===== config.mk =====
export PLATFORM = sky130hd
export DESIGN_NAME = fmpm_core
export DESIGN_NICKNAME = d
export VERILOG_FILES = /design/src/design/fmpm_pkg.sv /design/src/design/fmpm_core.sv
export SDC_FILE = /design/constraint.sdc
export NUM_CORES = 2
export LEC_CHECK = 0
export ABC_AREA = 1
export BUFFER_PORTS_ARGS = -buffer_cell sky130_fd_sc_hd__buf_2
export CAP_MARGIN = 5
export CORE_ASPECT_RATIO = 0.9
export CORE_MARGIN = 8
export CORE_UTILIZATION = 60
export CTS_CLUSTER_SIZE = 25
export DETAILED_ROUTE_END_ITERATION = 10
export PLACE_DENSITY = 0.8
export SKIP_CTS_REPAIR_TIMING = 1
export SYNTH_ARGS = -nofsm -noshare
export SYNTH_HDL_FRONTEND = slang
export SYNTH_SLANG_ARGS = --single-unit

===== constraint.sdc =====
create_clock -name mclk_i -period 11.9 [get_ports mclk_i]
set_input_delay 1.19 -clock mclk_i [delete_from_list [all_inputs] [get_ports mclk_i]]
set_output_delay 1.19 -clock mclk_i [all_outputs]
set_load 0.01 [all_outputs]

===== src/design/fmpm_pkg.sv =====
/*
  Package of the modulation core: register map, control field positions,
  reset values, modulation type and source codes, and the sample struct.
  Assumes a 32-bit AHB-Lite register bus and one 200 MHz sample clock.
*/
package fmpm_pkg;

  // ---------------------------------------------------------------------
  // Register byte offsets.
  // ---------------------------------------------------------------------
  localparam logic [7:0] FMPM_CTRL_OFS = 8'h00;
  localparam logic [7:0] FMPM_CAR_INC_OFS = 8'h04;
  localparam logic [7:0] FMPM_PULSE_HI_OFS = 8'h08;
  localparam logic [7:0] FMPM_FM_DEV_OFS = 8'h0C;
  localparam logic [7:0] FMPM_PM_DEV_OFS = 8'h10;
  localparam logic [7:0] FMPM_PWM_DEV_OFS = 8'h14;
  localparam logic [7:0] FMPM_MOD_INC_OFS = 8'h18;
  localparam logic [7:0] FMPM_KEY_INC_OFS = 8'h1C;
  localparam logic [7:0] FMPM_STATUS_OFS = 8'h20;

  // ---------------------------------------------------------------------
  // Control register fields and reset values.
  // ---------------------------------------------------------------------
  localparam int FMPM_CTRL_EN_POS = 0;
  localparam int FMPM_CTRL_TYPE_POS = 1;
  localparam int FMPM_CTRL_SRC_POS = 4;
  localparam int FMPM_CTRL_SHAPE_POS = 6;
  localparam int FMPM_CTRL_PULSE_POS = 8;
  localparam logic [8:0] FMPM_CTRL_RST = 9'h000;
  localparam logic [31:0] FMPM_WORD_RST = 32'h0000_0000;
  localparam logic [31:0] FMPM_PULSE_HI_RST = 32'h8000_0000;

  // Full-scale magnitude of the normalised modulating value.
  localparam logic signed [15:0] FMPM_MOD_FS = 16'sh4000;
  localparam int FMPM_MOD_FS_SHIFT = 14;

  // ---------------------------------------------------------------------
  // Modes.
  // ---------------------------------------------------------------------
  typedef enum logic [2:0] {
    FMPM_TYPE_NONE = 3'b000,
    FMPM_TYPE_FM = 3'b001,
    FMPM_TYPE_PM = 3'b010,
    FMPM_TYPE_PWM = 3'b011,
    FMPM_TYPE_ASK = 3'b100
  } fmpm_type_e;

  typedef enum logic [1:0] {
    FMPM_SRC_INT = 2'b00,
    FMPM_SRC_CHAN = 2'b01,
    FMPM_SRC_EXT = 2'b10
  } fmpm_src_e;

  typedef enum logic [1:0] {
    FMPM_SHAPE_RAMP_UP = 2'b00,
    FMPM_SHAPE_RAMP_DN = 2'b01,
    FMPM_SHAPE_TRI = 2'b10,
    FMPM_SHAPE_SQUARE = 2'b11
  } fmpm_shape_e;

  // One output sample: carrier phase, pulse level and amplitude gate.
  typedef struct packed {
    logic [15:0] phase;
    logic pulse;
    logic amp_on;
  } fmpm_sample_s;

endpackage

===== src/design/fmpm_core.sv =====
/*
  Modulation core (FM, PM, PWM, ASK) with its AHB-Lite register slave and
  an output sample FIFO. Assumes one clock mclk_i, an asynchronous active
  low reset, synchronous inputs and a single-slave AHB-Lite bus.
*/
`timescale 1ns/100ps

// -----------------------------------------------------------------------
// Sample FIFO.
// -----------------------------------------------------------------------
module fmpm_fifo #(
  parameter int WIDTH = 18,
  parameter int DEPTH = 8
) (
  input wire logic mclk_i,
  input wire logic resetn_i,
  input wire logic ce_i,
  input wire logic in_valid_i,
  output logic in_ready_o,
  input wire logic [WIDTH-1:0] in_data_i,
  output logic out_valid_o,
  input wire logic out_ready_i,
  output logic [WIDTH-1:0] out_data_o,
  output logic [$clog2(DEPTH):0] count_o
);
  localparam int AW = $clog2(DEPTH);

  // Refuse depths that the pointer wrap cannot serve.
  if (DEPTH < 2 || (1 << AW) != DEPTH || WIDTH < 1) begin : g_bad_cfg
    $error("fmpm_fifo: DEPTH must be a power of two >= 2");
  end

  typedef struct packed {
    logic [DEPTH-1:0][WIDTH-1:0] mem;
    logic [AW-1:0] wr;
    logic [AW-1:0] rd;
    logic [AW:0] cnt;
  } fifo_st_s;

  fifo_st_s st_q;
  fifo_st_s st_d;
  logic push;
  logic pop;

  // Handshakes are honest: full refuses, empty shows no valid.
  assign in_ready_o = (st_q.cnt != (AW+1)'(DEPTH));
  assign out_valid_o = (st_q.cnt != '0);
  assign out_data_o = st_q.mem[st_q.rd];
  assign count_o = st_q.cnt;
  assign push = in_valid_i && in_ready_o;
  assign pop = out_valid_o && out_ready_i;

  // Next state of storage and pointers.
  always_comb begin
    st_d = st_q;
    if (push) begin
      st_d.mem[st_q.wr] = in_data_i;
      st_d.wr = st_q.wr + 1'b1;
    end
    if (pop) begin
      st_d.rd = st_q.rd + 1'b1;
    end
    if (push && !pop) begin
      st_d.cnt = st_q.cnt + 1'b1;
    end else if (pop && !push) begin
      st_d.cnt = st_q.cnt - 1'b1;
    end
  end

  // State register, frozen while the clock enable is low.
  always_ff @(posedge mclk_i or negedge resetn_i) begin
    if (!resetn_i) begin
      st_q <= '0;
    end else if (ce_i) begin
      st_q <= st_d;
    end
  end
endmodule // fmpm_fifo

// -----------------------------------------------------------------------
// Modulation core top.
// -----------------------------------------------------------------------
// Function
// RL1: FM moves carrier frequency with the modulating amplitude.
// RL2: FM frequency stays within carrier plus or minus the set deviation.
// RL3: Internal or channel FM uses the programmed frequency deviation.
// RL4: External FM full scale gives exactly the programmed deviation.
// RL5: PM offsets carrier phase with the modulating amplitude.
// RL6: PM offset stays within plus or minus the set phase deviation.
// RL7: Internal or channel PM uses the programmed phase deviation.
// RL8: External PM full scale gives exactly the programmed deviation.
// RL9: PWM acts only when the carrier is a pulse.
// RL10: PWM varies pulse high-time with the modulating amplitude.
// RL11: Largest high-time change equals the set width deviation.
// RL12: External PWM full scale maps to the programmed width deviation.
// RL13: ASK passes carrier on one state, suppresses it on the other.
// RL14: Internal keying toggles at twice the programmed keying rate.
// RL15: External keying follows the trigger input level.
// RL16: Internal source shape and rate programmable; others from signal.
// RL17: External deviation scales linearly with input amplitude.
// RL18: The other channel can modulate directly without external input.
// RL19: Modulating value is signed, normalised to plus or minus full scale.
module fmpm_core #(
  parameter int FIFO_DEPTH = 8
) (
  input wire logic mclk_i,
  input wire logic resetn_i,
  input wire logic ce_i,
  input wire logic hsel_i,
  input wire logic [7:0] haddr_i,
  input wire logic [1:0] htrans_i,
  input wire logic hwrite_i,
  input wire logic [2:0] hsize_i,
  input wire logic [31:0] hwdata_i,
  input wire logic hready_i,
  output logic hreadyout_o,
  output logic hresp_o,
  output logic [31:0] hrdata_o,
  input wire logic signed [15:0] ext_mod_i,
  input wire logic signed [15:0] chan_mod_i,
  input wire logic trig_i,
  output logic samp_valid_o,
  input wire logic samp_ready_i,
  output fmpm_pkg::fmpm_sample_s samp_data_o
);
  localparam int SW = $bits(fmpm_pkg::fmpm_sample_s);
  localparam int CW = $clog2(FIFO_DEPTH) + 1;

  if (CW > 16) begin : g_bad_depth
    $error("fmpm_core: FIFO_DEPTH too large for the status register");
  end

  // All state of the core outside the sample FIFO in one struct.
  typedef struct packed {
    logic [8:0] ctrl;
    logic [31:0] car_inc;
    logic [31:0] pulse_hi;
    logic [31:0] fm_dev;
    logic [31:0] pm_dev;
    logic [31:0] pwm_dev;
    logic [31:0] mod_inc;
    logic [31:0] key_inc;
    logic [31:0] car_acc;
    logic [31:0] mod_acc;
    logic [31:0] key_acc;
    logic key;
    logic dph_wr;
    logic [7:0] dph_addr;
    logic [31:0] rdata;
  } core_st_s;

  core_st_s st_q;
  core_st_s st_d;

  // Scale a deviation by a normalised modulating value; linear in m.
  function automatic logic signed [32:0] scale_dev(
    input logic [31:0] dev,
    input logic signed [15:0] m
  );
    logic signed [48:0] prod;
    prod = $signed({1'b0, dev}) * m;
    scale_dev = prod[46:14]; // [RL17]
  endfunction

  // Clamp an input sample to the normalised full-scale range.
  function automatic logic signed [15:0] clamp_fs(
    input logic signed [15:0] v
  );
    if (v > fmpm_pkg::FMPM_MOD_FS) begin
      clamp_fs = fmpm_pkg::FMPM_MOD_FS;
    end else if (v < -fmpm_pkg::FMPM_MOD_FS) begin
      clamp_fs = -fmpm_pkg::FMPM_MOD_FS;
    end else begin
      clamp_fs = v;
    end
  endfunction

  // ---------------------------------------------------------------------
  // Control field decode.
  // ---------------------------------------------------------------------
  logic en;
  fmpm_pkg::fmpm_type_e mtype;
  fmpm_pkg::fmpm_src_e src;
  fmpm_pkg::fmpm_shape_e shape;
  logic car_is_pulse;

  assign en = st_q.ctrl[fmpm_pkg::FMPM_CTRL_EN_POS];
  assign mtype = fmpm_pkg::fmpm_type_e'(
    st_q.ctrl[fmpm_pkg::FMPM_CTRL_TYPE_POS +: 3]);
  assign src = fmpm_pkg::fmpm_src_e'(
    st_q.ctrl[fmpm_pkg::FMPM_CTRL_SRC_POS +: 2]);
  assign shape = fmpm_pkg::fmpm_shape_e'(
    st_q.ctrl[fmpm_pkg::FMPM_CTRL_SHAPE_POS +: 2]);
  assign car_is_pulse = st_q.ctrl[fmpm_pkg::FMPM_CTRL_PULSE_POS];

  // ---------------------------------------------------------------------
  // Modulating value.
  // ---------------------------------------------------------------------
  logic [15:0] mph;
  logic signed [15:0] int_mod;
  logic signed [15:0] mod_val;

  assign mph = st_q.mod_acc[31:16];

  // Internal generator: shape and rate come from the registers.
  always_comb begin
    unique case (shape)
      fmpm_pkg::FMPM_SHAPE_RAMP_UP: begin
        int_mod = $signed({1'b0, mph[15:1]}) - fmpm_pkg::FMPM_MOD_FS;
      end
      fmpm_pkg::FMPM_SHAPE_RAMP_DN: begin
        int_mod = fmpm_pkg::FMPM_MOD_FS - $signed({1'b0, mph[15:1]});
      end
      fmpm_pkg::FMPM_SHAPE_TRI: begin
        if (!mph[15]) begin
          int_mod = $signed({1'b0, mph[14:0]}) - fmpm_pkg::FMPM_MOD_FS;
        end else begin
          int_mod = fmpm_pkg::FMPM_MOD_FS - $signed({1'b0, mph[14:0]});
        end
      end
      fmpm_pkg::FMPM_SHAPE_SQUARE: begin
        int_mod = mph[15] ? -fmpm_pkg::FMPM_MOD_FS
                          : fmpm_pkg::FMPM_MOD_FS;
      end
    endcase
  end

  // Source select; every source value is clamped to plus or minus full scale.
  always_comb begin
    unique case (src)
      fmpm_pkg::FMPM_SRC_INT: mod_val = clamp_fs(int_mod); // [RL16] [RL19]
      fmpm_pkg::FMPM_SRC_CHAN: mod_val = clamp_fs(chan_mod_i); // [RL18]
      fmpm_pkg::FMPM_SRC_EXT: mod_val = clamp_fs(ext_mod_i); // [RL16]
      default: mod_val = '0;
    endcase
  end

  // ---------------------------------------------------------------------
  // Carrier, phase, pulse and keying datapath.
  // ---------------------------------------------------------------------
  logic signed [32:0] fm_term;
  logic signed [32:0] pm_term;
  logic signed [32:0] pwm_term;
  logic signed [33:0] hi_mod;
  logic [31:0] hi_eff;
  logic [31:0] car_step;
  logic [31:0] out_phase;
  logic [32:0] key_sum;
  logic key_now;
  logic gen_ready;
  logic gen_fire;
  fmpm_pkg::fmpm_sample_s gen_samp;
  logic [CW-1:0] fifo_cnt;
  logic [SW-1:0] fifo_out;

  // Deviations are the programmed values for every source; full scale
  // of any source lands exactly on them.
  assign fm_term = scale_dev(st_q.fm_dev, mod_val); // [RL3] [RL4]
  assign pm_term = scale_dev(st_q.pm_dev, mod_val); // [RL7] [RL8]
  assign pwm_term = scale_dev(st_q.pwm_dev, mod_val); // [RL12]

  // Frequency: carrier step plus the scaled deviation.
  always_comb begin
    if (en && mtype == fmpm_pkg::FMPM_TYPE_FM) begin
      car_step = st_q.car_inc + fm_term[31:0]; // [RL1] [RL2]
    end else begin
      car_step = st_q.car_inc;
    end
  end

  // Phase: unmodulated phase plus the scaled phase deviation.
  always_comb begin
    if (en && mtype == fmpm_pkg::FMPM_TYPE_PM) begin
      out_phase = st_q.car_acc + pm_term[31:0]; // [RL5] [RL6]
    end else begin
      out_phase = st_q.car_acc;
    end
  end

  // High-time: only a pulse carrier is width modulated; clamp at limits.
  always_comb begin
    hi_mod = $signed({2'b00, st_q.pulse_hi}) + 34'(pwm_term); // [RL10]
    if (!(en && mtype == fmpm_pkg::FMPM_TYPE_PWM && car_is_pulse)) begin
      hi_eff = st_q.pulse_hi; // [RL9]
    end else if (hi_mod < 0) begin
      hi_eff = 32'h0000_0000;
    end else if (hi_mod[33:32] != 2'b00) begin
      hi_eff = 32'hFFFF_FFFF;
    end else begin
      hi_eff = hi_mod[31:0]; // [RL11]
    end
  end

  // Keying: internal toggle at twice the rate, or the trigger level.
  assign key_sum = {1'b0, st_q.key_acc} + {st_q.key_inc, 1'b0}; // [RL14]
  assign key_now = (src == fmpm_pkg::FMPM_SRC_EXT) ? trig_i // [RL15]
                                                   : st_q.key;

  // Sample assembly.
  always_comb begin
    gen_samp.phase = out_phase[31:16];
    gen_samp.pulse = (st_q.car_acc < hi_eff);
    if (en && mtype == fmpm_pkg::FMPM_TYPE_ASK) begin
      gen_samp.amp_on = key_now; // [RL13]
    end else begin
      gen_samp.amp_on = 1'b1;
    end
  end

  // The generator advances only when the FIFO takes a sample.
  assign gen_fire = gen_ready;

  fmpm_fifo #(
    .WIDTH(SW),
    .DEPTH(FIFO_DEPTH)
  ) u_fifo (
    .mclk_i(mclk_i),
    .resetn_i(resetn_i),
    .ce_i(ce_i),
    .in_valid_i(1'b1),
    .in_ready_o(gen_ready),
    .in_data_i(gen_samp),
    .out_valid_o(samp_valid_o),
    .out_ready_i(samp_ready_i),
    .out_data_o(fifo_out),
    .count_o(fifo_cnt)
  );

  assign samp_data_o = fmpm_pkg::fmpm_sample_s'(fifo_out);

  // ---------------------------------------------------------------------
  // AHB-Lite slave.
  // ---------------------------------------------------------------------
  logic aph_valid;
  logic [31:0] rd_mux;

  // Zero wait states; held off only while the clock enable is low.
  assign hreadyout_o = ce_i;
  assign hresp_o = 1'b0;
  assign hrdata_o = st_q.rdata;
  assign aph_valid = hsel_i && htrans_i[1] && hready_i;

  // Read mux; unmapped offsets read as zero.
  always_comb begin
    rd_mux = 32'h0000_0000;
    unique case (haddr_i)
      fmpm_pkg::FMPM_CTRL_OFS: rd_mux = {23'h000000, st_q.ctrl};
      fmpm_pkg::FMPM_CAR_INC_OFS: rd_mux = st_q.car_inc;
      fmpm_pkg::FMPM_PULSE_HI_OFS: rd_mux = st_q.pulse_hi;
      fmpm_pkg::FMPM_FM_DEV_OFS: rd_mux = st_q.fm_dev;
      fmpm_pkg::FMPM_PM_DEV_OFS: rd_mux = st_q.pm_dev;
      fmpm_pkg::FMPM_PWM_DEV_OFS: rd_mux = st_q.pwm_dev;
      fmpm_pkg::FMPM_MOD_INC_OFS: rd_mux = st_q.mod_inc;
      fmpm_pkg::FMPM_KEY_INC_OFS: rd_mux = st_q.key_inc;
      fmpm_pkg::FMPM_STATUS_OFS: begin
        rd_mux[15:0] = 16'(fifo_cnt);
        rd_mux[16] = key_now;
        rd_mux[17] = gen_samp.pulse;
        rd_mux[18] = gen_samp.amp_on;
      end
      default: rd_mux = 32'h0000_0000;
    endcase
  end

  // ---------------------------------------------------------------------
  // Next state.
  // ---------------------------------------------------------------------
  always_comb begin
    st_d = st_q;
    // Address phase: capture the write target and the read data.
    st_d.dph_wr = aph_valid && hwrite_i;
    if (aph_valid) begin
      st_d.dph_addr = haddr_i;
      if (!hwrite_i) begin
        st_d.rdata = rd_mux;
      end
    end
    // Data phase of a write: store into the addressed register.
    if (st_q.dph_wr) begin
      unique case (st_q.dph_addr)
        fmpm_pkg::FMPM_CTRL_OFS: st_d.ctrl = hwdata_i[8:0];
        fmpm_pkg::FMPM_CAR_INC_OFS: st_d.car_inc = hwdata_i;
        fmpm_pkg::FMPM_PULSE_HI_OFS: st_d.pulse_hi = hwdata_i;
        fmpm_pkg::FMPM_FM_DEV_OFS: st_d.fm_dev = hwdata_i; // [RL3]
        fmpm_pkg::FMPM_PM_DEV_OFS: st_d.pm_dev = hwdata_i; // [RL7]
        fmpm_pkg::FMPM_PWM_DEV_OFS: st_d.pwm_dev = hwdata_i; // [RL12]
        fmpm_pkg::FMPM_MOD_INC_OFS: st_d.mod_inc = hwdata_i; // [RL16]
        fmpm_pkg::FMPM_KEY_INC_OFS: st_d.key_inc = hwdata_i; // [RL14]
        default: ;
      endcase
    end
    // Generator step, stalled by a full FIFO.
    if (gen_fire) begin
      st_d.car_acc = st_q.car_acc + car_step; // [RL1]
      st_d.mod_acc = st_q.mod_acc + st_q.mod_inc;
      st_d.key_acc = key_sum[31:0];
      if (key_sum[32]) begin
        st_d.key = ~st_q.key; // [RL14]
      end
    end
  end

  // State register, frozen while the clock enable is low.
  always_ff @(posedge mclk_i or negedge resetn_i) begin
    if (!resetn_i) begin
      st_q <= '0;
      st_q.ctrl <= fmpm_pkg::FMPM_CTRL_RST;
      st_q.pulse_hi <= fmpm_pkg::FMPM_PULSE_HI_RST;
      st_q.car_inc <= fmpm_pkg::FMPM_WORD_RST;
    end else if (ce_i) begin
      st_q <= st_d;
    end
  end
endmodule // fmpm_core


==> flow_metrics.py <==
metrics = {
    "route": {
        "wl_met1_um": 111000,
        "routed_wl_um": 293000,
        "vias": 75400,
        "drtIter0Drc": 9056,
        "antenna_left": 0,
        "remaining_drc_errors": 0,
        "via_per_inst": 5.99,
        "wl_met3_um": 42200,
        "met2WireLength_um": 116000,
        "routedWlPerCell_um": 23.3,
        "top_layer": "met5",
        "drt-pass1-iter-count": 8,
    },
    "outcome": {
        "status": "finished, violations left",
        "violations": "negative setup slack",
    },
    "floorplan": {
        "die_y_um": 364,
        "die_area_mm2": 0.146,
        "initial_core_util": 0.605,
        "fp.dieW_um": 402,
        "row_count": 127,
        "core_mm2": 0.133,
        "ios": 138,
    },
    "job": {
        "max_cap_viol_count": 0,
    },
    "placed_design": {
        "hpwl_um": 232000,
        "placed_cell_area_mm2": 0.0873,
        "port_buffers": 132,
        "finalWeightedCongestion": 1.05,
        "placedCellCount": 12400,
    },
    "critical_path": {
        "cpPeakStageDelay_ns": 0.56,
        "required_ns": 12.48,
        "path_max_fanout": 7,
        "cp_common_cell": "nand2_1",
        "cp.arrival_ns": 12.88,
        "worst_setup_path_end_kind": "register",
        "criticalPathCategory": "reg -> reg",
        "reg2reg_slack_ns": -0.40,
        "critical_path.slowest_cell": "fa_1",
        "cp-start-kind": "register",
    },
    "clock_tree": {
        "clk_path_buf_depth": 3,
        "cts_sinks": 524,
        "cts_buffers": 67,
        "cts_tree": "yes",
        "cts.clk_slew.worst_paths_ns": 0.06,
        "htreeDepth": 3,
        "root_buffer": "clkbuf_16",
        "insertion_delay_ns": 0.70,
    },
    "sta": {
        "period_needed_ns": 12.30,
        "max_slew_margin": 0.114,
        "setup-tns-final_ns": -4.46,
        "setup_ws_ns": -0.397,
        "max_freq_ghz": 0.0813,
        "rsz0062_at_grt": "true",
        "slew_viol_final": 0,
        "setup_viol": 16,
        "clock_skew_ns": 0.0503,
        "final-hold-violation-count": 0,
        "worstMarginPinSlew_ns": 1.33,
        "period_share": 1.03,
    },
    "synth": {
        "synthArstFlopShare": 1.00,
        "synth.cell_area_mm2": 0.0806,
        "synth_nets": 12200,
        "yosys_warnings": 0,
        "synthCells": 10300,
        "ys_seq_elements": 524,
        "synth_edf_count": 0,
        "synthTopCellsByArea": "fa_1, dfrtp_1, nand2_1, ha_1, inv_1",
        "postSynthAreaPerCell_um2": 7.86,
        "synth_top_area_share": 0.312,
        "synth_top_cell_by_area": "fa_1",
        "yosysSeqAreaShare": 0.163,
        "synthDistinctLibCells": 72,
        "synth_ff_type": "dfrtp_1",
    },
    "power_and_ir_drop": {
        "p_sw_frac": 0.532,
        "power.total_mw": 18.6,
        "intPower_mw": 8.69,
        "total_leakage_power_nw": 45.1,
        "ir_drop_uv": 209,
        "power.density_mw_per_mm2": 203,
        "pwr-share-clk": 0.119,
        "switchingPower_mw": 9.88,
        "combPwrFrac": 0.745,
        "seqPwrFrac": 0.136,
    },
    "layout": {
        "utilization": 0.687,
        "drive_above_1_share": 0.128,
        "fillers": 10700,
        "fin_area_mm2": 0.0916,
        "final_nets": 12800,
        "stdcell_count": 12600,
        "syn_to_final_growth_pct": 13.7,
    },
    "global_route": {
        "antenna_found_initial": 13,
        "grt_overflow": 0,
        "grt_pass1_wl_um": 443000,
        "grt_pass1_vias": 75200,
        "grt_max_degree": 169,
        "grt.total_usage": 0.395,
    },
    "min_path": {
        "hp-class": "reg -> reg",
    },
}
==> final timing paths <==
path                                 startpoint                    end  cells past startpoint
max                          mph[1]$_DFFE_PN0P_  st_q[137]$_DFFE_PN0P_                     80
min                        st_q[32]$_DFFE_PN0P_   st_q[32]$_DFFE_PN0P_                      2
max reg2reg                  mph[1]$_DFFE_PN0P_  st_q[137]$_DFFE_PN0P_                     80
min reg2reg                st_q[32]$_DFFE_PN0P_   st_q[32]$_DFFE_PN0P_                      2
max in group asynchronous              resetn_i  st_q[123]$_DFFE_PN0P_                      3
min in group asynchronous              resetn_i   st_q[33]$_DFFE_PN0P_                      1
==> sequential cells by signal (all words and copies together), names as in the netlist <==
signal          cells
mph                16
en                  1
hrdata_o           32
mtype               3
st_q              313
car_is_pulse        1
u_fifo.st_q       150
shape               2
u_fifo.count_o      4
src                 2
==> cell type report <==
type                       instances  area (um^2)  share of cell area
clock buffer                      92         1900              0.0207
tap                             1741         2180              0.0238
timing repair buffer             917         7150              0.0780
clock inverter                    31          428             0.00467
multi-input combinational       7310        59400               0.649
sequential                       524        13100               0.143
antenna                            6         15.0            0.000164
inverter                        1965         7400              0.0808
==> kinds of logic (layout without fill, tap and decap cells) <==
group	Yosys count	count (layout)	share of synthesized area
simple gates	3669	3669	0.180
buf+inv	2421	3005	0.115
fa+ha+maj	1887	1887	0.410
compound gates	1498	1498	0.105
flops	524	524	0.163
xor+xnor	254	254	0.0276
other cells	1	7	0.0000465
mux	1	1	0.000124
==> worst max-delay path: cells and delay by family, from the launching register on <==
family,cells,cell delay [ns]
AOI/OAI and AO/OA,23,3.36
xor gates and xnor gates,3,0.52
adders and majority gates,10,3.86
buffers and inverters,18,1.69
DFF,1,0.39
and+or+nand+nor,26,2.34
==> layout by cell type (no fill, tap or decap), types with 37 or more instances in the layout <==
cell       count
nand2_1     2328
a21oi_2       49
xnor2_1       93
xor2_1       154
inv_2         38
nor2_1       880
nand2_2       54
ha_1         612
o21ai_1       55
inv_1       1904
buf_2        131
o21ai_0      611
buf_4        727
dfrtp_1      521
clkbuf_16     71
a21oi_1      431
a221oi_1      41
o22ai_1       37
nor3_1        40
fa_1        1251
nand3_1      195
a31oi_1       59
==> per-stage QoR <==
stage	setup slack [ns]	hold slack, ns
after floorplan	0.0517	0.437
after global placement	-0.829	0.448
after detailed placement	-1.14	0.457
after CTS	-1.22	0.472
after global routing	-0.917	0.485
final	-0.397	0.468
==> Yosys cell counts, types with 99 or more instances <==
cell type / n
dfrtp_1: 523
o21ai_0: 655
ha_1: 630
a21oi_1: 481
fa_1: 1257
nand2_1: 2374
xor2_1: 155
nand3_1: 202
nor2_1: 915
clkbuf_1: 358
xnor2_1: 99
inv_1: 1932
==> routing by layer <==
| layer | up-vias | global-route usage |
|---|---|---|
| met4 | 2 | 0.252 |
| met3 | 1048 | 0.125 |
| met1 | 36700 | 0.535 |
| met2 | 5107 | 0.549 |
| li1 | 32500 | - |
| met5 | - | 0 |
==> power by group through the flow <==
stage / clock network, mW / logic (mW) / registers, mW
floorplan: 0 / 8.04 / 2.32
global placement: 0 / 12.4 / 2.51
detailed placement: 0 / 12.7 / 2.53
CTS: 2.21 / 12.8 / 2.50
global route: 2.28 / 15.1 / 2.55
finish: 2.21 / 13.8 / 2.53
Note: power is estimated with default switching activity, not from simulation.
